File: src/verilog/boost_fault_irq_pkg.sv
// Register map, field layout and codes of the boost fault interrupt enable register
package boost_fault_irq_pkg;

  // ----------------------------------------------------------------
  // Register map
  // ----------------------------------------------------------------
  localparam int unsigned ADDR_W = 8;
  localparam int unsigned DATA_W = 16;
  localparam int unsigned FIELD_W = 2;

  localparam logic [ADDR_W-1:0] BOOST_FAULT_IRQ_ENABLE_OFFSET = 8'h0A;
  localparam logic [DATA_W-1:0] BOOST_FAULT_IRQ_ENABLE_RESET  = 16'hA028;

  // ----------------------------------------------------------------
  // Field positions (low bit of each two-bit field)
  // ----------------------------------------------------------------
  localparam int unsigned THERMAL_SHUTDOWN_LSB      = 14;
  localparam int unsigned CURRENT_RESISTOR_SHORT_LSB = 12;
  localparam int unsigned STRING_CONFIG_LSB          = 10;
  localparam int unsigned OPERATING_CONFIG_LSB       = 8;
  localparam int unsigned FREQUENCY_RESISTOR_LSB     = 6;
  localparam int unsigned BOOST_OVERCURRENT_LSB      = 4;
  localparam int unsigned BOOST_OVERVOLTAGE_HIGH_LSB = 2;
  localparam int unsigned RESERVED_LSB               = 0;

  // ----------------------------------------------------------------
  // Field codes
  // ----------------------------------------------------------------
  localparam logic [FIELD_W-1:0] READ_DISABLED = 2'h0;
  localparam logic [FIELD_W-1:0] READ_ENABLED  = 2'h2;
  localparam logic [FIELD_W-1:0] WRITE_DISABLE = 2'h1;
  localparam logic [FIELD_W-1:0] WRITE_ENABLE  = 2'h3;

  // ----------------------------------------------------------------
  // Enable vector handed to the interrupt logic
  // ----------------------------------------------------------------
  typedef struct packed {
    logic thermal_shutdown_irq_enable;
    logic current_resistor_short_irq_enable;
    logic string_config_resistor_irq_enable;
    logic operating_config_resistor_irq_enable;
    logic frequency_resistor_irq_enable;
    logic boost_overcurrent_irq_enable;
    logic boost_overvoltage_high_irq_enable;
  } irq_enable_t;

  // Per-field reset states, consistent with the whole-register reset value
  localparam irq_enable_t ENABLE_RESET = '{
    thermal_shutdown_irq_enable          : 1'b1,
    current_resistor_short_irq_enable    : 1'b1,
    string_config_resistor_irq_enable    : 1'b0,
    operating_config_resistor_irq_enable : 1'b0,
    frequency_resistor_irq_enable        : 1'b0,
    boost_overcurrent_irq_enable         : 1'b1,
    boost_overvoltage_high_irq_enable    : 1'b1
  };

endpackage

File: src/verilog/boost_fault_irq_enable_reg.sv
// Boost and configuration fault interrupt enable register with set/clear write codes
//
// Behaviour
// - Register sits at offset 0Ah; whole reset value is A028h.
// - Reading a field gives 0h when disabled, 2h when enabled.
// - Writing 1h disables a field's interrupt, writing 3h enables it.
// - Bits 15-14: thermal shutdown enable, resets enabled (2h).
// - Bits 13-12: current-set resistor short enable, resets enabled.
// - Bits 11-10: missing string-configuration resistor enable, resets disabled.
// - Bits 9-8: missing operating-configuration resistor enable, resets disabled.
// - Bits 7-6: missing switching-frequency resistor enable, resets disabled.
// - Bits 5-4: boost over-current enable, resets enabled.
// - Bits 3-2: boost over-voltage-high enable, resets enabled.
`timescale 1ns/1ps

module boost_fault_irq_enable_reg #(
  parameter int unsigned ADDR_W = boost_fault_irq_pkg::ADDR_W
) (
  input  wire logic                                i_sys_clk,
  input  wire logic                                i_rst_n,
  input  wire logic [ADDR_W-1:0]                   i_reg_addr,
  input  wire logic                                i_reg_wr_en,
  input  wire logic [boost_fault_irq_pkg::DATA_W-1:0] i_reg_wr_data,
  input  wire logic                                i_reg_rd_en,
  output logic      [boost_fault_irq_pkg::DATA_W-1:0] o_reg_rd_data,
  output logic                                     o_reg_rd_valid,
  output boost_fault_irq_pkg::irq_enable_t         o_irq_enable
);

  // ----------------------------------------------------------------
  // Elaboration checks
  // ----------------------------------------------------------------
  // Offset 0Ah needs at least four address bits
  if (ADDR_W < 4) begin : g_addr_w_check
    $error("ADDR_W too narrow to reach the register offset");
  end

  // Field map assumes a 16-bit word split into 2-bit fields
  if (boost_fault_irq_pkg::DATA_W != 16) begin : g_data_w_check
    $error("register word must be 16 bits");
  end

  if (boost_fault_irq_pkg::FIELD_W != 2) begin : g_field_w_check
    $error("enable fields must be 2 bits wide");
  end

  if (boost_fault_irq_pkg::THERMAL_SHUTDOWN_LSB + boost_fault_irq_pkg::FIELD_W >
      boost_fault_irq_pkg::DATA_W) begin : g_field_pos_check
    $error("top enable field falls outside the register word");
  end

  // Per-field reset states must rebuild the whole-register reset value
  if (build_image(boost_fault_irq_pkg::ENABLE_RESET) !=
      boost_fault_irq_pkg::BOOST_FAULT_IRQ_ENABLE_RESET) begin : g_reset_check
    $error("field reset states disagree with the register reset value");
  end

  // ----------------------------------------------------------------
  // Helpers
  // ----------------------------------------------------------------
  function automatic logic is_enable_code(
    input logic [boost_fault_irq_pkg::FIELD_W-1:0] code
  );
    return code == boost_fault_irq_pkg::WRITE_ENABLE;
  endfunction

  function automatic logic is_disable_code(
    input logic [boost_fault_irq_pkg::FIELD_W-1:0] code
  );
    return code == boost_fault_irq_pkg::WRITE_DISABLE;
  endfunction

  // No request keeps the state, which is why codes 0h and 2h are harmless
  function automatic logic next_enable(
    input logic cur,
    input logic set,
    input logic clr
  );
    logic res;
    res = cur;
    if (set) begin
      res = 1'b1;
    end else if (clr) begin
      res = 1'b0;
    end
    return res;
  endfunction

  function automatic logic [boost_fault_irq_pkg::FIELD_W-1:0] read_code(input logic en);
    return en ? boost_fault_irq_pkg::READ_ENABLED : boost_fault_irq_pkg::READ_DISABLED;
  endfunction

  function automatic logic [boost_fault_irq_pkg::FIELD_W-1:0] field_of(
    input logic [boost_fault_irq_pkg::DATA_W-1:0] data,
    input int unsigned                            lsb
  );
    return data[lsb +: boost_fault_irq_pkg::FIELD_W];
  endfunction

  // Bits with no field, reserved 1-0 included, stay zero
  function automatic logic [boost_fault_irq_pkg::DATA_W-1:0] build_image(
    input boost_fault_irq_pkg::irq_enable_t en
  );
    logic [boost_fault_irq_pkg::DATA_W-1:0] img;
    img = '0;

    // Thermal shutdown, bits 15-14
    img[boost_fault_irq_pkg::THERMAL_SHUTDOWN_LSB +: boost_fault_irq_pkg::FIELD_W] =
      read_code(en.thermal_shutdown_irq_enable);

    // Current-set resistor short, bits 13-12
    img[boost_fault_irq_pkg::CURRENT_RESISTOR_SHORT_LSB +: boost_fault_irq_pkg::FIELD_W] =
      read_code(en.current_resistor_short_irq_enable);

    // String configuration resistor, bits 11-10
    img[boost_fault_irq_pkg::STRING_CONFIG_LSB +: boost_fault_irq_pkg::FIELD_W] =
      read_code(en.string_config_resistor_irq_enable);

    // Operating configuration resistor, bits 9-8
    img[boost_fault_irq_pkg::OPERATING_CONFIG_LSB +: boost_fault_irq_pkg::FIELD_W] =
      read_code(en.operating_config_resistor_irq_enable);

    // Frequency resistor, bits 7-6
    img[boost_fault_irq_pkg::FREQUENCY_RESISTOR_LSB +: boost_fault_irq_pkg::FIELD_W] =
      read_code(en.frequency_resistor_irq_enable);

    // Boost over-current, bits 5-4
    img[boost_fault_irq_pkg::BOOST_OVERCURRENT_LSB +: boost_fault_irq_pkg::FIELD_W] =
      read_code(en.boost_overcurrent_irq_enable);

    // Boost over-voltage high, bits 3-2
    img[boost_fault_irq_pkg::BOOST_OVERVOLTAGE_HIGH_LSB +: boost_fault_irq_pkg::FIELD_W] =
      read_code(en.boost_overvoltage_high_irq_enable);

    return img;
  endfunction

  // ----------------------------------------------------------------
  // Address decode
  // ----------------------------------------------------------------
  logic hit;

  // Upper address bits above the package width must be zero to match
  assign hit = (i_reg_addr == ADDR_W'(boost_fault_irq_pkg::BOOST_FAULT_IRQ_ENABLE_OFFSET));

  // ----------------------------------------------------------------
  // Enable state
  // ----------------------------------------------------------------
  boost_fault_irq_pkg::irq_enable_t enable_ff;
  boost_fault_irq_pkg::irq_enable_t nxt_enable;

  // ----------------------------------------------------------------
  // Write code decode
  // ----------------------------------------------------------------
  boost_fault_irq_pkg::irq_enable_t wr_set;
  boost_fault_irq_pkg::irq_enable_t wr_clr;
  logic                             wr_hit;

  assign wr_hit = i_reg_wr_en && hit;

  // Codes 0h and 2h raise neither request
  always_comb begin
    wr_set = '0;
    wr_clr = '0;
    if (wr_hit) begin
      // Thermal shutdown, bits 15-14
      wr_set.thermal_shutdown_irq_enable = is_enable_code(
        field_of(i_reg_wr_data, boost_fault_irq_pkg::THERMAL_SHUTDOWN_LSB));
      wr_clr.thermal_shutdown_irq_enable = is_disable_code(
        field_of(i_reg_wr_data, boost_fault_irq_pkg::THERMAL_SHUTDOWN_LSB));

      // Current-set resistor short, bits 13-12
      wr_set.current_resistor_short_irq_enable = is_enable_code(
        field_of(i_reg_wr_data, boost_fault_irq_pkg::CURRENT_RESISTOR_SHORT_LSB));
      wr_clr.current_resistor_short_irq_enable = is_disable_code(
        field_of(i_reg_wr_data, boost_fault_irq_pkg::CURRENT_RESISTOR_SHORT_LSB));

      // String configuration resistor, bits 11-10
      wr_set.string_config_resistor_irq_enable = is_enable_code(
        field_of(i_reg_wr_data, boost_fault_irq_pkg::STRING_CONFIG_LSB));
      wr_clr.string_config_resistor_irq_enable = is_disable_code(
        field_of(i_reg_wr_data, boost_fault_irq_pkg::STRING_CONFIG_LSB));

      // Operating configuration resistor, bits 9-8
      wr_set.operating_config_resistor_irq_enable = is_enable_code(
        field_of(i_reg_wr_data, boost_fault_irq_pkg::OPERATING_CONFIG_LSB));
      wr_clr.operating_config_resistor_irq_enable = is_disable_code(
        field_of(i_reg_wr_data, boost_fault_irq_pkg::OPERATING_CONFIG_LSB));

      // Frequency resistor, bits 7-6
      wr_set.frequency_resistor_irq_enable = is_enable_code(
        field_of(i_reg_wr_data, boost_fault_irq_pkg::FREQUENCY_RESISTOR_LSB));
      wr_clr.frequency_resistor_irq_enable = is_disable_code(
        field_of(i_reg_wr_data, boost_fault_irq_pkg::FREQUENCY_RESISTOR_LSB));

      // Boost over-current, bits 5-4
      wr_set.boost_overcurrent_irq_enable = is_enable_code(
        field_of(i_reg_wr_data, boost_fault_irq_pkg::BOOST_OVERCURRENT_LSB));
      wr_clr.boost_overcurrent_irq_enable = is_disable_code(
        field_of(i_reg_wr_data, boost_fault_irq_pkg::BOOST_OVERCURRENT_LSB));

      // Boost over-voltage high, bits 3-2
      wr_set.boost_overvoltage_high_irq_enable = is_enable_code(
        field_of(i_reg_wr_data, boost_fault_irq_pkg::BOOST_OVERVOLTAGE_HIGH_LSB));
      wr_clr.boost_overvoltage_high_irq_enable = is_disable_code(
        field_of(i_reg_wr_data, boost_fault_irq_pkg::BOOST_OVERVOLTAGE_HIGH_LSB));

      // Reserved bits 1-0 have no storage, so writes there vanish
    end
  end

  always_comb begin
    nxt_enable = enable_ff;
    // Thermal shutdown
    nxt_enable.thermal_shutdown_irq_enable = next_enable(
      enable_ff.thermal_shutdown_irq_enable,
      wr_set.thermal_shutdown_irq_enable,
      wr_clr.thermal_shutdown_irq_enable);

    // Current-set resistor short
    nxt_enable.current_resistor_short_irq_enable = next_enable(
      enable_ff.current_resistor_short_irq_enable,
      wr_set.current_resistor_short_irq_enable,
      wr_clr.current_resistor_short_irq_enable);

    // String configuration resistor
    nxt_enable.string_config_resistor_irq_enable = next_enable(
      enable_ff.string_config_resistor_irq_enable,
      wr_set.string_config_resistor_irq_enable,
      wr_clr.string_config_resistor_irq_enable);

    // Operating configuration resistor
    nxt_enable.operating_config_resistor_irq_enable = next_enable(
      enable_ff.operating_config_resistor_irq_enable,
      wr_set.operating_config_resistor_irq_enable,
      wr_clr.operating_config_resistor_irq_enable);

    // Frequency resistor
    nxt_enable.frequency_resistor_irq_enable = next_enable(
      enable_ff.frequency_resistor_irq_enable,
      wr_set.frequency_resistor_irq_enable,
      wr_clr.frequency_resistor_irq_enable);

    // Boost over-current
    nxt_enable.boost_overcurrent_irq_enable = next_enable(
      enable_ff.boost_overcurrent_irq_enable,
      wr_set.boost_overcurrent_irq_enable,
      wr_clr.boost_overcurrent_irq_enable);

    // Boost over-voltage high
    nxt_enable.boost_overvoltage_high_irq_enable = next_enable(
      enable_ff.boost_overvoltage_high_irq_enable,
      wr_set.boost_overvoltage_high_irq_enable,
      wr_clr.boost_overvoltage_high_irq_enable);
  end

  always_ff @(posedge i_sys_clk or negedge i_rst_n) begin
    if (!i_rst_n) begin
      enable_ff <= boost_fault_irq_pkg::ENABLE_RESET;
    end else begin
      enable_ff <= nxt_enable;
    end
  end

  // ----------------------------------------------------------------
  // Read path
  // ----------------------------------------------------------------
  logic [boost_fault_irq_pkg::DATA_W-1:0] rd_data_ff;
  logic [boost_fault_irq_pkg::DATA_W-1:0] nxt_rd_data;
  logic                                   rd_valid_ff;
  logic                                   nxt_rd_valid;
  logic [boost_fault_irq_pkg::DATA_W-1:0] reg_image;

  // Image built from live state; a read in the cycle of a write sees old state
  assign reg_image = build_image(enable_ff);

  always_comb begin
    nxt_rd_valid = i_reg_rd_en;
    nxt_rd_data  = rd_data_ff;
    if (i_reg_rd_en) begin
      // Unmapped offsets answer zero rather than stale data
      nxt_rd_data = hit ? reg_image : '0;
    end
  end

  always_ff @(posedge i_sys_clk or negedge i_rst_n) begin
    if (!i_rst_n) begin
      rd_data_ff  <= '0;
      rd_valid_ff <= 1'b0;
    end else begin
      rd_data_ff  <= nxt_rd_data;
      rd_valid_ff <= nxt_rd_valid;
    end
  end

  // ----------------------------------------------------------------
  // Outputs
  // ----------------------------------------------------------------
  assign o_reg_rd_data  = rd_data_ff;
  assign o_reg_rd_valid = rd_valid_ff;
  assign o_irq_enable   = enable_ff;

endmodule // boost_fault_irq_enable_reg

File: config.mk
export PLATFORM = sky130hd
export DESIGN_NAME = boost_fault_irq_enable_reg
export DESIGN_NICKNAME = d
export VERILOG_FILES = /design/src/verilog/boost_fault_irq_pkg.sv /design/src/verilog/boost_fault_irq_enable_reg.sv
export SDC_FILE = /design/constraint.sdc
export NUM_CORES = 1
export LEC_CHECK = 0
export BUFFER_PORTS_ARGS = -buffer_cell sky130_fd_sc_hd__buf_2
export CORE_MARGIN = 1
export CORE_UTILIZATION = 35
export DETAILED_ROUTE_END_ITERATION = 12
export GPL_ROUTABILITY_DRIVEN = 0
export PLACE_DENSITY = 0.77
export RECOVER_POWER = 50
export SYNTH_ARGS = -nofsm -noshare
export SYNTH_HDL_FRONTEND = slang
export SYNTH_SLANG_ARGS = --single-unit
File: constraint.sdc
create_clock -name i_sys_clk -period 1.1 [get_ports i_sys_clk]
set_input_delay 0 -clock i_sys_clk [delete_from_list [all_inputs] [get_ports i_sys_clk]]
set_output_delay 0 -clock i_sys_clk [all_outputs]
set_load 0.01 [all_outputs]
### Word level (Yosys, flattened, before mapping)

Cells that the tools add are included.

| word-level totals | value |
|---|---|
| word-level logic and storage cells | 56 |
| register bits | 24 |
| output and inout port bits | 24 |
| input port bits | 28 |

| cells by class | value |
|---|---|
| muxes and demuxes | 24 |
| reductions and logical operators | 8 |
| equality and inequality tests | 15 |

Operators with widths:

| operator | number |
|---|---|
| 2-to-1 mux 16 bit | 1 |
| equality test 2 x 1 -> 1 bit, second input constant | 7 |
| equality test 2 bit, second input constant | 7 |
| 2-to-1 mux 1 bit | 14 |
| 2-to-1 mux 2 bit | 7 |
| 2-to-1 mux 7 bit | 2 |
| nonzero test 2 bit | 7 |
| equality test 8 x 4 -> 1 bit, second input constant | 1 |
| logical AND 1 bit | 1 |

### Depth between registers and ports, before layout

Gate-level depths: netlist (run 1).

| logic depth | value |
|---|---|
| depth in word-level cells | 5 |
| mapped depth | 3 |
| mapped depth without buffers | 3 |

### Worst setup path before layout (run 1)

No wires, ideal clock.

| timing path | value |
|---|---|
| kind | input-to-reg |
| start | input i_reg_addr[2] |
| end | register enable_ff (netlist bit o_irq_enable[2]) |
| data arrival time | 0.845 ns |
| data required time | 0.973 ns |
| stages on the path | 3 |
| setup slack | 0.128 ns |
| setup time | 0.127 ns |
| path through | nor4b_4 nand4_1 mux2_1 |

| on the way | value |
|---|---|
| word-level cells in the longest chain between the ends | 4 |

Ends and longest elaborated chain:

| element | RTL line | source |
|---|---|---|
| start: declaration | boost_fault_irq_enable_reg.sv:21 | `input wire logic [ADDR_W-1:0] i_reg_addr,` |
| equality test 8 x 4 -> 1 bit (*) | boost_fault_irq_enable_reg.sv:144 | `assign hit = (i_reg_addr == ADDR_W'(boost_fault_irq_pkg::BOOST_FAULT_IRQ_ENABLE_OFFSET));` |
| logical AND 1 bit (*) | boost_fault_irq_enable_reg.sv:159 | `assign wr_hit = i_reg_wr_en && hit;` |
| 2-to-1 mux 7 bit | boost_fault_irq_enable_reg.sv:165 | `if (wr_hit) begin` |
| 2-to-1 mux 1 bit or nonzero test 2 bit (tied branches) | - |  |
| end signal: assignment | boost_fault_irq_enable_reg.sv:259 | `enable_ff <= boost_fault_irq_pkg::ENABLE_RESET;` |
| end signal: assignment | boost_fault_irq_enable_reg.sv:261 | `enable_ff <= nxt_enable;` |
| end: declaration | boost_fault_irq_enable_reg.sv:149 | `boost_fault_irq_pkg::irq_enable_t enable_ff;` |

Mark *: on every way between the ends. The rest lies on a longest branch, timed or not.
A chain may end at the register's enable or synchronous reset.

### Final worst setup path (run 1)

| timing path | value |
|---|---|
| start | register enable_ff (netlist bit o_irq_enable[6]) |
| end | output o_irq_enable[6] in the netlist's numbering |

RTL lines:

| element | RTL line | source |
|---|---|---|
| end: declaration | boost_fault_irq_enable_reg.sv:27 | `output boost_fault_irq_pkg::irq_enable_t o_irq_enable` |

No word-level cell between the ends.

==> metrics.txt, run 1 <==
# TYPE chip_impl_metric gauge
chip_impl_info{name="status",value="finished, final reports clean"} 1
chip_impl_metric{name="fin_area",unit="sq um"} 1050
chip_impl_metric{name="routedLengthMet1",unit="um"} 647
chip_impl_info{name="timing.rr.start",value="o_irq_enable[4]"} 1
chip_impl_metric{name="wire_length_of_the_first_global_routing_pass",unit="mm"} 2.41
chip_impl_metric{name="cts_htree_levels",unit=""} 1
chip_impl_info{name="holdCritPathClass",value="primary input to register"} 1
chip_impl_metric{name="cts_sinks",unit=""} 15
chip_impl_metric{name="detail_route_met3_wl",unit="um"} 113
chip_impl_metric{name="critical_path_arrival",unit="ns"} 0.96
chip_impl_info{name="rsz0062_at_grt",value="false"} 1
chip_impl_metric{name="worst-slew-pin-transition",unit="ns"} 0.787
chip_impl_info{name="clock_tree_from_tritoncts",value="built"} 1
chip_impl_metric{name="cts-resized-gates",unit=""} 0
chip_impl_metric{name="initial_core_util",unit="%"} 37.0
chip_impl_metric{name="finalMaxSlewViolations",unit=""} 0
chip_impl_metric{name="numCtsBuffers",unit=""} 3
chip_impl_info{name="cell_by_cell_trace_of_the_critical_path",value="buf_2"} 1
chip_impl_metric{name="synth_seq_cells",unit=""} 15
chip_impl_info{name="critical_path_class",value="register to output pin"} 1
chip_impl_metric{name="static-leakage-power",unit="nW"} 0.532
chip_impl_metric{name="nets",unit=""} 146
chip_impl_metric{name="finalClockSkew",unit="ns"} 0.000611
chip_impl_metric{name="timing.critical_path.required",unit="ns"} 1.10
chip_impl_metric{name="finalHoldViolCount",unit=""} 0
chip_impl_metric{name="coreArea",unit="sq um"} 1960
chip_impl_metric{name="detailedRoute.firstPassIterationCount",unit=""} 2
chip_impl_metric{name="detail_route.drc_violations",unit=""} 0
chip_impl_metric{name="regArea",unit="sq um"} 380
chip_impl_metric{name="max_cap_viol_count",unit=""} 0
chip_impl_metric{name="clkSlewWorstSetupHoldPaths",unit="ns"} 0.09
chip_impl_metric{name="fmax",unit="MHz"} 1040
chip_impl_metric{name="first_global_vias",unit=""} 617
chip_impl_metric{name="final-setup-viol-count",unit=""} 0
chip_impl_metric{name="vias",unit=""} 647
chip_impl_metric{name="p_per_area",unit="nW/um^2"} 967
chip_impl_metric{name="synthesis.area_per_instance",unit="sq um"} 11.3
chip_impl_metric{name="width_of_the_die",unit="um"} 47.5
chip_impl_metric{name="place_worst_setup_slack",unit="ns"} -0.0318
chip_impl_info{name="highest-signal-layer",value="met4"} 1
chip_impl_metric{name="post_route_cells_drive_above_1_share",unit="%"} 40.2
chip_impl_metric{name="postCtsSetupBuffers",unit=""} 0
chip_impl_metric{name="syn_to_final_growth",unit="%"} 44.3
chip_impl_metric{name="layout.cells.non_filler",unit=""} 144
chip_impl_metric{name="grt_overflow",unit=""} 0
chip_impl_metric{name="placedCellCount",unit=""} 131
chip_impl_metric{name="min_period_over_period",unit="%"} 87.3
chip_impl_metric{name="max_stage_delay_on_crit_path",unit="ns"} 0.56
chip_impl_metric{name="routedWlPerCell",unit="um"} 10.8
chip_impl_info{name="worst_path_max_delay_cell",value="dfstp_2"} 1
chip_impl_metric{name="track_usage",unit="%"} 15.9
chip_impl_metric{name="worst_skew_pair.late_latency",unit="ns"} 0.27
chip_impl_metric{name="cp_num_buf_inv",unit=""} 1
chip_impl_metric{name="post-route-min-period",unit="ns"} 0.960
chip_impl_metric{name="syn-cell-area",unit="sq um"} 726
chip_impl_metric{name="placement.io_buffers",unit=""} 40
chip_impl_metric{name="total_wire_length_after_detailed_routing",unit="mm"} 1.55
chip_impl_metric{name="multi_input_area",unit="sq um"} 278
chip_impl_metric{name="n_antenna_cell",unit=""} 0
chip_impl_metric{name="row_count",unit=""} 16
chip_impl_info{name="setup.worst_path.start_class",value="register"} 1
chip_impl_metric{name="antenna_found_initial",unit=""} 0
chip_impl_metric{name="fp.dieArea",unit="sq um"} 2260
chip_impl_metric{name="syn_inst",unit=""} 64
chip_impl_info{name="startpoint",value="o_irq_enable[6]"} 1
chip_impl_info{name="hold_path_startpoint",value="i_reg_wr_data[10]"} 1
chip_impl_metric{name="slew_headroom",unit="%"} 47.6
chip_impl_metric{name="count_of_different_cell_masters_after_synthesis",unit=""} 11
chip_impl_info{name="cts_root_buf",value="clkbuf_4"} 1
chip_impl_info{name="critPathTopFamily",value="flip-flops"} 1
chip_impl_metric{name="fp.dieH",unit="um"} 47.5
chip_impl_metric{name="antenna_left",unit=""} 0
chip_impl_metric{name="ys_warn_count",unit=""} 0
chip_impl_metric{name="synth_sequential_area_ratio",unit="%"} 52.4
chip_impl_metric{name="sum_of_met2_wire_segment_lengths_after_detailed_routing",unit="um"} 771
chip_impl_metric{name="fill_cell_instance_count_of_the_final_layout",unit=""} 205
chip_impl_metric{name="cts.path.max_buffers",unit=""} 2
chip_impl_metric{name="finalPower",unit="mW"} 1.01
chip_impl_metric{name="ir_drop",unit="mV"} 0.575
chip_impl_metric{name="viasPerCell",unit=""} 4.49
chip_impl_metric{name="fin_ws",unit="ns"} 0.140
chip_impl_metric{name="floorplan.io_pins",unit=""} 52
chip_impl_info{name="setup.worst_path.end_class",value="output pin"} 1
chip_impl_metric{name="detail_route.iter0.violations",unit=""} 4
chip_impl_metric{name="detailed_place_hpwl",unit="mm"} 1.22
chip_impl_metric{name="grt_max_degree",unit=""} 16
chip_impl_metric{name="placement.cell_area",unit="sq um"} 933
chip_impl_metric{name="critPathMaxFanout",unit=""} 3
[layout by cell type (no fill, tap or decap)]
cell / count
nand2_1: 8
clkbuf_1: 3
clkbuf_4: 3
dfrtp_1: 11
o22ai_1: 7
conb_1: 9
dfstp_2: 2
buf_2: 38
nand4_1: 7
inv_1: 7
buf_4: 2
mux2_1: 7
dlygate4sd3_1: 9
nor4b_4: 2
dfstp_1: 2
[Yosys cell counts, drive strengths merged]
| library cell | number | area share, % |
|---|---|---|
| dfstp | 4 | 14 |
| inv | 7 | 3.6 |
| o22ai | 7 | 6.0 |
| dfrtp | 11 | 38 |
| clkbuf | 1 | 0.52 |
| nor4b | 2 | 6.6 |
| buf | 9 | 9.3 |
| mux2 | 7 | 11 |
| conb | 1 | 0.52 |
| nand4 | 7 | 6.0 |
| nand2 | 8 | 4.1 |
[state kept, by name, summed over array words and instances (netlist names)]
name,count
o_irq_enable,7
o_reg_rd_data,7
o_reg_rd_valid,1
[power breakdown]
part | internal [mW] | switching (mW)
sequential | 0.562 | 0.00590
combinational | 0.0704 | 0.0698
clock | 0.140 | 0.164
[logic make-up after synthesis]
group	share of synthesized area [%]
flip-flops	52.4
AND/OR/NAND/NOR	16.7
other	0.517
AO/OA/AOI/OAI	6.03
multiplexers	10.9
buffers and inverters	13.4
[final cells by class]
cell class	instances	share of cell area, %
timing repair buffer	51	28.9
inverter	7	2.51
tap	27	3.23
sequential	15	36.3
multi-input combinational	40	26.5
clock buffer	4	2.51
[worst paths after layout]
kind	cells after the start	end	slack, ns
max in group asynchronous	2	o_reg_rd_data[5]	0.29
min in group asynchronous	2	o_irq_enable[3]	0.32
hold / removal	3	o_irq_enable[4]	0.06
setup reg to reg	1	o_irq_enable[4]	0.28
setup / recovery	1	o_irq_enable[6]	0.14
hold reg to reg	2	o_reg_rd_data[5]	0.52
[through the flow]
stage / util (%) / hold slack, ns / TNS [ns]
3_3_place_gp: 47.6 / -0.0910 / 0
3_5_place_dp: 47.6 / -0.0840 / -0.0324
4_1_cts: 53.5 / 0.0631 / 0
2_1_floorplan: - / -0.296 / 0
5_1_grt: 53.4 / 0.0734 / 0
6_report: 53.4 / 0.0631 / 0
[layer usage]
layer,vias to the layer above,GRT usage [%]
met5,-,0
met4,0,8.33
met3,2,3.40
met2,33,28.2
met1,300,17.8
li1,312,-
[timing repair]
item | CTS | global route
hold endpoints to repair | 23 | 0
endpoints found under the setup margin | 0 | 0
hold buffers | 9 | 0
Note: power is estimated with default switching activity, not from simulation.
==> inputs of run 2 (changes only) <==
--- a/config.mk
+++ b/config.mk
@@ -10,7 +10,7 @@
 export CORE_UTILIZATION = 35
 export DETAILED_ROUTE_END_ITERATION = 12
 export GPL_ROUTABILITY_DRIVEN = 0
-export PLACE_DENSITY = 0.77
+export PLACE_DENSITY = 0.75
 export RECOVER_POWER = 50
 export SYNTH_ARGS = -nofsm -noshare
 export SYNTH_HDL_FRONTEND = slang
==> run 2 against run 1 <==
Non-clock buffer count is the same. Die area unchanged. Sequential power barely moved. Fmax increased by 0.21%. Critical path depth unchanged. Clock-buffer cell count is 1 lower. Global-route usage down 0.95 points. Highest routed layer is now met3.
==> metrics.txt, run 2 (same netlist as run 1, synthesis figures left out) <==
# TYPE chip_impl_metric gauge
chip_impl_info{name="status",value="finished, final reports clean"} 1
chip_impl_metric{name="clkSlewWorstSetupHoldPaths",unit="ns"} 0.09
chip_impl_metric{name="wire_length_of_the_first_global_routing_pass",unit="mm"} 2.29
chip_impl_metric{name="worst_skew_pair.late_latency",unit="ns"} 0.27
chip_impl_info{name="holdCritPathClass",value="primary input to register"} 1
chip_impl_metric{name="cts_htree_levels",unit=""} 1
chip_impl_metric{name="detail_route.drc_violations",unit=""} 0
chip_impl_metric{name="antenna_left",unit=""} 0
chip_impl_metric{name="initial_core_util",unit="%"} 37.0
chip_impl_info{name="critical_path_class",value="register to output pin"} 1
chip_impl_metric{name="grt_overflow",unit=""} 0
chip_impl_metric{name="placement.io_buffers",unit=""} 40
chip_impl_metric{name="critical_path_arrival",unit="ns"} 0.96
chip_impl_metric{name="first_global_vias",unit=""} 574
chip_impl_metric{name="fmax",unit="MHz"} 1040
chip_impl_info{name="cell_by_cell_trace_of_the_critical_path",value="buf_2"} 1
chip_impl_metric{name="coreArea",unit="sq um"} 1960
chip_impl_info{name="cts_root_buf",value="clkbuf_4"} 1
chip_impl_metric{name="finalHoldViolCount",unit=""} 0
chip_impl_metric{name="post-route-min-period",unit="ns"} 0.958
chip_impl_metric{name="nets",unit=""} 146
chip_impl_metric{name="max_stage_delay_on_crit_path",unit="ns"} 0.55
chip_impl_metric{name="cts.path.max_buffers",unit=""} 2
chip_impl_metric{name="fp.dieArea",unit="sq um"} 2260
chip_impl_metric{name="slew_headroom",unit="%"} 47.1
chip_impl_metric{name="critPathMaxFanout",unit=""} 3
chip_impl_metric{name="ir_drop",unit="mV"} 0.467
chip_impl_metric{name="total_wire_length_after_detailed_routing",unit="mm"} 1.54
chip_impl_metric{name="worst-slew-pin-transition",unit="ns"} 0.793
chip_impl_metric{name="width_of_the_die",unit="um"} 47.5
chip_impl_metric{name="timing.critical_path.required",unit="ns"} 1.10
chip_impl_metric{name="antenna_found_initial",unit=""} 0
chip_impl_metric{name="static-leakage-power",unit="nW"} 0.535
chip_impl_metric{name="floorplan.io_pins",unit=""} 52
chip_impl_metric{name="p_per_area",unit="nW/um^2"} 961
chip_impl_metric{name="vias",unit=""} 636
chip_impl_metric{name="max_cap_viol_count",unit=""} 0
chip_impl_metric{name="final-setup-viol-count",unit=""} 0
chip_impl_metric{name="fin_area",unit="sq um"} 1050
chip_impl_metric{name="cts_sinks",unit=""} 15
chip_impl_metric{name="detailed_place_hpwl",unit="mm"} 1.15
chip_impl_metric{name="cp_num_buf_inv",unit=""} 1
chip_impl_info{name="layout.cells.most_common",value="buf_2"} 1
chip_impl_metric{name="numCtsBuffers",unit=""} 3
chip_impl_metric{name="finalClockSkew",unit="ns"} 0.00492
chip_impl_info{name="rsz0062_at_grt",value="false"} 1
chip_impl_metric{name="placement.cell_area",unit="sq um"} 933
chip_impl_metric{name="viasPerCell",unit=""} 4.42
chip_impl_metric{name="fp.dieH",unit="um"} 47.5
chip_impl_metric{name="track_usage",unit="%"} 14.9
chip_impl_info{name="worst_path_max_delay_cell",value="dfstp_2"} 1
chip_impl_info{name="setup.worst_path.end_class",value="output pin"} 1
chip_impl_metric{name="grt_max_degree",unit=""} 16
chip_impl_metric{name="row_count",unit=""} 16
chip_impl_metric{name="routedWlPerCell",unit="um"} 10.7
chip_impl_metric{name="syn_to_final_growth",unit="%"} 44.5
chip_impl_info{name="layout.cells.most_common_list",value="38 x buf_2, 11 x dfrtp_1, 9 x conb_1, 9 x dlygate4sd3_1, 8 x nand2_1"} 1
chip_impl_info{name="critPathTopFamily",value="flip-flops"} 1
chip_impl_metric{name="detailedRoute.firstPassIterationCount",unit=""} 4
chip_impl_info{name="setup.worst_path.start_class",value="register"} 1
chip_impl_metric{name="post_route_cells_drive_above_1_share",unit="%"} 41.9
chip_impl_metric{name="timing.setup.tns",unit="ns"} 0
chip_impl_metric{name="detail_route.iter0.violations",unit=""} 9
chip_impl_metric{name="n_antenna_cell",unit=""} 0
chip_impl_metric{name="finalMaxSlewViolations",unit=""} 0
chip_impl_info{name="clock_tree_from_tritoncts",value="built"} 1
chip_impl_metric{name="min_period_over_period",unit="%"} 87.1
chip_impl_metric{name="finalPower",unit="mW"} 1.01
==> run 2: changes by cell type in the layout (fill, tap and decap cells not counted) <==
cell / delta
clkbuf_1: -1
clkinv_2: +1
dfstp_1: -1
dfstp_2: +1
==> run 2: report_power, final <==
| part | switching [mW] | internal, mW |
|---|---|---|
| combinational | 0.0710 | 0.0703 |
| sequential | 0.00549 | 0.563 |
| clock | 0.163 | 0.135 |
==> run 2: repair_timing <==
item / CTS / global route
buffers inserted: 0 / 0
hold endpoints to repair: 23 / 0
setup endpoints to repair: 0 / 0
gates resized for setup: 0 / 0
hold buffers: 9 / 0
==> run 2: stage by stage <==
stage,worst slack (ns),util [%],cells,hold slack (ns)
6_report,0.142,53.4,144,0.0500
5_1_grt,0.0987,53.4,144,0.0346
4_1_cts,0.138,53.6,144,0.0368
3_5_place_dp,-0.0388,47.6,131,-0.0865
3_3_place_gp,-0.00502,47.6,131,-0.0860
2_1_floorplan,0.128,-,72,-0.296
==> run 2: path summary, 6_finish.rpt <==
kind | to | start | slack (ns) | depth (start not counted)
min | o_irq_enable[5] | i_reg_wr_data[12] | 0.05 | 3
min reg2reg | o_irq_enable[2] | o_irq_enable[2] | 0.52 | 1
max | o_irq_enable[6] | o_irq_enable[6] | 0.14 | 1
min in group asynchronous | o_irq_enable[4] | i_rst_n | 0.31 | 2
max reg2reg | o_irq_enable[4] | o_irq_enable[4] | 0.28 | 1
max in group asynchronous | o_reg_rd_data[13] | i_rst_n | 0.29 | 2
==> run 2: area by class of cell <==
cell class	count	area [sq um]
timing repair buffer	51	303
clock buffer	3	22.5
sequential	15	380
fill	187	913
multi-input combinational	40	278
inverter	7	26.3
clock inverter	1	5.00
tap	27	33.8
==> run 2: per-layer routing <==
metal | vias up | routed length (um) | GRT usage [%]
li1 | 312 | - | -
met4 | 0 | 0 | 6.67
met2 | 33 | 789 | 27.9
met3 | 0 | 136 | 3.77
met1 | 291 | 611 | 15.6
met5 | - | 0 | 0
==> inputs of run 3 (changes only) <==
==> constraint.sdc (replaced) <==
create_clock -name i_sys_clk -period 1.1 [get_ports i_sys_clk]
set_input_delay 0.165 -clock i_sys_clk [delete_from_list [all_inputs] [get_ports i_sys_clk]]
set_output_delay 0.165 -clock i_sys_clk [all_outputs]
set_load 0.01 [all_outputs]
==> run 3 against run 2 <==
Core utilization fell by 1.3 points. Critical path depth is the same. Clock skew down 0.0046 ns. Routed wire length decreased by 0.26%. Clock-buffer cell count increased by 1. Clock power increased by 2%. Via count fell by 4.7%. Register-to-register slack worse by 0.06 ns. Design area down 2.4%. Highest routed layer is now met4.
==> metrics.txt, run 3 (same netlist as run 1, synthesis figures left out) <==
# TYPE chip_impl_metric gauge
chip_impl_metric{name="slew_headroom",unit="%"} 63.0
chip_impl_info{name="layout.cells.most_common_list",value="34 x buf_2, 11 x dfrtp_1, 9 x conb_1, 8 x nand2_1"} 1
chip_impl_metric{name="track_usage",unit="%"} 14.8
chip_impl_metric{name="cts_sinks",unit=""} 15
chip_impl_info{name="status",value="finished, final reports clean"} 1
chip_impl_metric{name="coreArea",unit="sq um"} 1960
chip_impl_metric{name="fmax",unit="MHz"} 917
chip_impl_metric{name="critical_path_arrival",unit="ns"} 0.93
chip_impl_info{name="holdPathEnd",value="o_irq_enable[6]"} 1
chip_impl_info{name="cell_by_cell_trace_of_the_critical_path",value="buf_6"} 1
chip_impl_info{name="critical_path_class",value="register to output pin"} 1
chip_impl_metric{name="viasPerCell",unit=""} 4.33
chip_impl_metric{name="n_antenna_cell",unit=""} 0
chip_impl_metric{name="reg2regPathDepth",unit=""} 3
chip_impl_info{name="timing.rr.start",value="o_irq_enable[1]"} 1
chip_impl_metric{name="clkSlewWorstSetupHoldPaths",unit="ns"} 0.08
chip_impl_metric{name="max_stage_delay_on_crit_path",unit="ns"} 0.55
chip_impl_metric{name="fill_cell_instance_count_of_the_final_layout",unit=""} 189
chip_impl_metric{name="max_cap_viol_count",unit=""} 0
chip_impl_metric{name="critPathMaxFanout",unit=""} 2
chip_impl_metric{name="wire_length_of_the_first_global_routing_pass",unit="mm"} 2.23
chip_impl_metric{name="finalClockSkew",unit="ns"} 0.000366
chip_impl_metric{name="worst-slew-pin-transition",unit="ns"} 0.554
chip_impl_metric{name="floorplan.io_pins",unit=""} 52
chip_impl_metric{name="fin_ws",unit="ns"} 0.00926
chip_impl_metric{name="grt_overflow",unit=""} 0
chip_impl_metric{name="syn_to_final_growth",unit="%"} 41.0
chip_impl_metric{name="routedWlPerCell",unit="um"} 10.9
chip_impl_metric{name="worst_skew_pair.late_latency",unit="ns"} 0.28
chip_impl_metric{name="cts.path.max_buffers",unit=""} 2
chip_impl_metric{name="p_per_area",unit="nW/um^2"} 982
chip_impl_info{name="holdCritPathClass",value="primary input to register"} 1
chip_impl_metric{name="initial_core_util",unit="%"} 37.0
chip_impl_metric{name="place_worst_setup_slack",unit="ns"} -0.184
chip_impl_metric{name="detail_route.iter0.violations",unit=""} 10
chip_impl_info{name="clock_tree_from_tritoncts",value="built"} 1
chip_impl_info{name="critPathTopFamily",value="flip-flops"} 1
chip_impl_metric{name="cp_num_buf_inv",unit=""} 1
chip_impl_metric{name="cts_htree_levels",unit=""} 1
chip_impl_metric{name="timing.reg2reg.setup_slack",unit="ns"} 0.22
chip_impl_metric{name="final-setup-viol-count",unit=""} 0
chip_impl_metric{name="antenna_found_initial",unit=""} 0
chip_impl_info{name="setup.worst_path.start_class",value="register"} 1
chip_impl_info{name="cts_root_buf",value="clkbuf_4"} 1
chip_impl_metric{name="finalPower",unit="mW"} 1.00
chip_impl_metric{name="width_of_the_die",unit="um"} 47.5
chip_impl_metric{name="row_count",unit=""} 16
chip_impl_metric{name="timing.critical_path.required",unit="ns"} 0.94
chip_impl_metric{name="antenna_left",unit=""} 0
chip_impl_info{name="setup.worst_path.end_class",value="output pin"} 1
chip_impl_metric{name="post_route_cells_drive_above_1_share",unit="%"} 47.8
chip_impl_metric{name="post-route-min-period",unit="ns"} 1.09
chip_impl_info{name="reg2reg_to",value="o_reg_rd_data[5]"} 1
chip_impl_info{name="layout.cells.most_common",value="buf_2"} 1
chip_impl_metric{name="finalHoldViolCount",unit=""} 0
chip_impl_metric{name="count_of_cells_along_the_worst_hold_path",unit=""} 2
chip_impl_metric{name="first_global_vias",unit=""} 547
chip_impl_info{name="worst_path_max_delay_cell",value="dfstp_2"} 1
chip_impl_metric{name="placement.io_buffers",unit=""} 40
chip_impl_metric{name="vias",unit=""} 606
chip_impl_metric{name="detail_route.drc_violations",unit=""} 0
chip_impl_metric{name="numCtsBuffers",unit=""} 3
chip_impl_metric{name="static-leakage-power",unit="nW"} 0.526
chip_impl_metric{name="fp.dieH",unit="um"} 47.5
chip_impl_metric{name="detailedRoute.firstPassIterationCount",unit=""} 3
chip_impl_metric{name="ir_drop",unit="mV"} 0.407
chip_impl_metric{name="fp.dieArea",unit="sq um"} 2260
chip_impl_metric{name="regArea",unit="sq um"} 380
chip_impl_info{name="rsz0062_at_grt",value="true"} 1
chip_impl_metric{name="finalMaxSlewViolations",unit=""} 0
chip_impl_metric{name="total_wire_length_after_detailed_routing",unit="mm"} 1.53
chip_impl_metric{name="nets",unit=""} 142
chip_impl_metric{name="grt_max_degree",unit=""} 16
chip_impl_info{name="hold_path_startpoint",value="i_reg_wr_data[15]"} 1
chip_impl_metric{name="multi_input_area",unit="sq um"} 278
chip_impl_metric{name="min_period_over_period",unit="%"} 99.2
[run 3: changes by cell type in the layout (fill, tap and decap cells not counted), moves of 4 or more]
cell and delta:
dlygate4sd3_1 -8, buf_2 -4, buf_4 +4, buf_6 +4
[run 3: per-stage QoR]
stage | utilization, % | TNS, ns | instances | cell area (sq um) | hold WS (ns)
after global placement | 47.6 | -1.02 | 131 | 933 | 0.0733
after detailed placement | 47.6 | -1.31 | 131 | 933 | 0.0777
after floorplan | - | -0.111 | 72 | 756 | -0.131
final | 52.2 | 0 | 140 | 1020 | 0.0913
after global routing | 52.2 | -0.103 | 140 | 1020 | 0.0913
after CTS | 51.9 | 0 | 140 | 1020 | 0.0905
[run 3: final cells by class]
type	count	share of cell area (%)
well taps	27	3.30
flip-flops and latches	15	37.2
clock buffers	4	2.57
repair buffers	47	27.3
multi-input cells	40	27.1
inverters	7	2.57
[run 3: per-layer routing]
layer | GRT usage, % | wire length, um | share of wire [%]
met3 | 4.15 | 121 | 7.9
met2 | 25.8 | 751 | 49
met1 | 15.6 | 618 | 40
met4 | 10.0 | 42 | 2.7
met5 | 0 | 0 | 0
[run 3: repair_timing]
item                                    in CTS  in global routing
gates resized for setup                      3                  1
endpoints found under the hold margin       11                  0
buffers inserted                             4                  0
hold buffers                                 1                  0
endpoints found under the setup margin       4                  4
[run 3: worst max-delay path by stage]
stage | depth (start not counted) | to | slack (ns) | startpoint
global route | 1 | o_irq_enable[0] | -0.04 | o_irq_enable[0]
floorplan | 3 | o_irq_enable[2] | -0.04 | i_reg_addr[2]
global placement | 5 | o_irq_enable[2] | -0.17 | i_reg_addr[2]
detailed placement | 5 | o_irq_enable[2] | -0.18 | i_reg_addr[2]
finish | 1 | o_irq_enable[0] | 0.009 | o_irq_enable[0]
CTS | 1 | o_irq_enable[0] | 0.003 | o_irq_enable[0]
[run 3: power breakdown]
group,leakage (nW),internal (mW),switching [mW]
Clock,0.0150,0.141,0.163
Sequential,0.192,0.563,0.00542
Combinational,0.318,0.0616,0.0703
Total,0.526,0.766,0.239
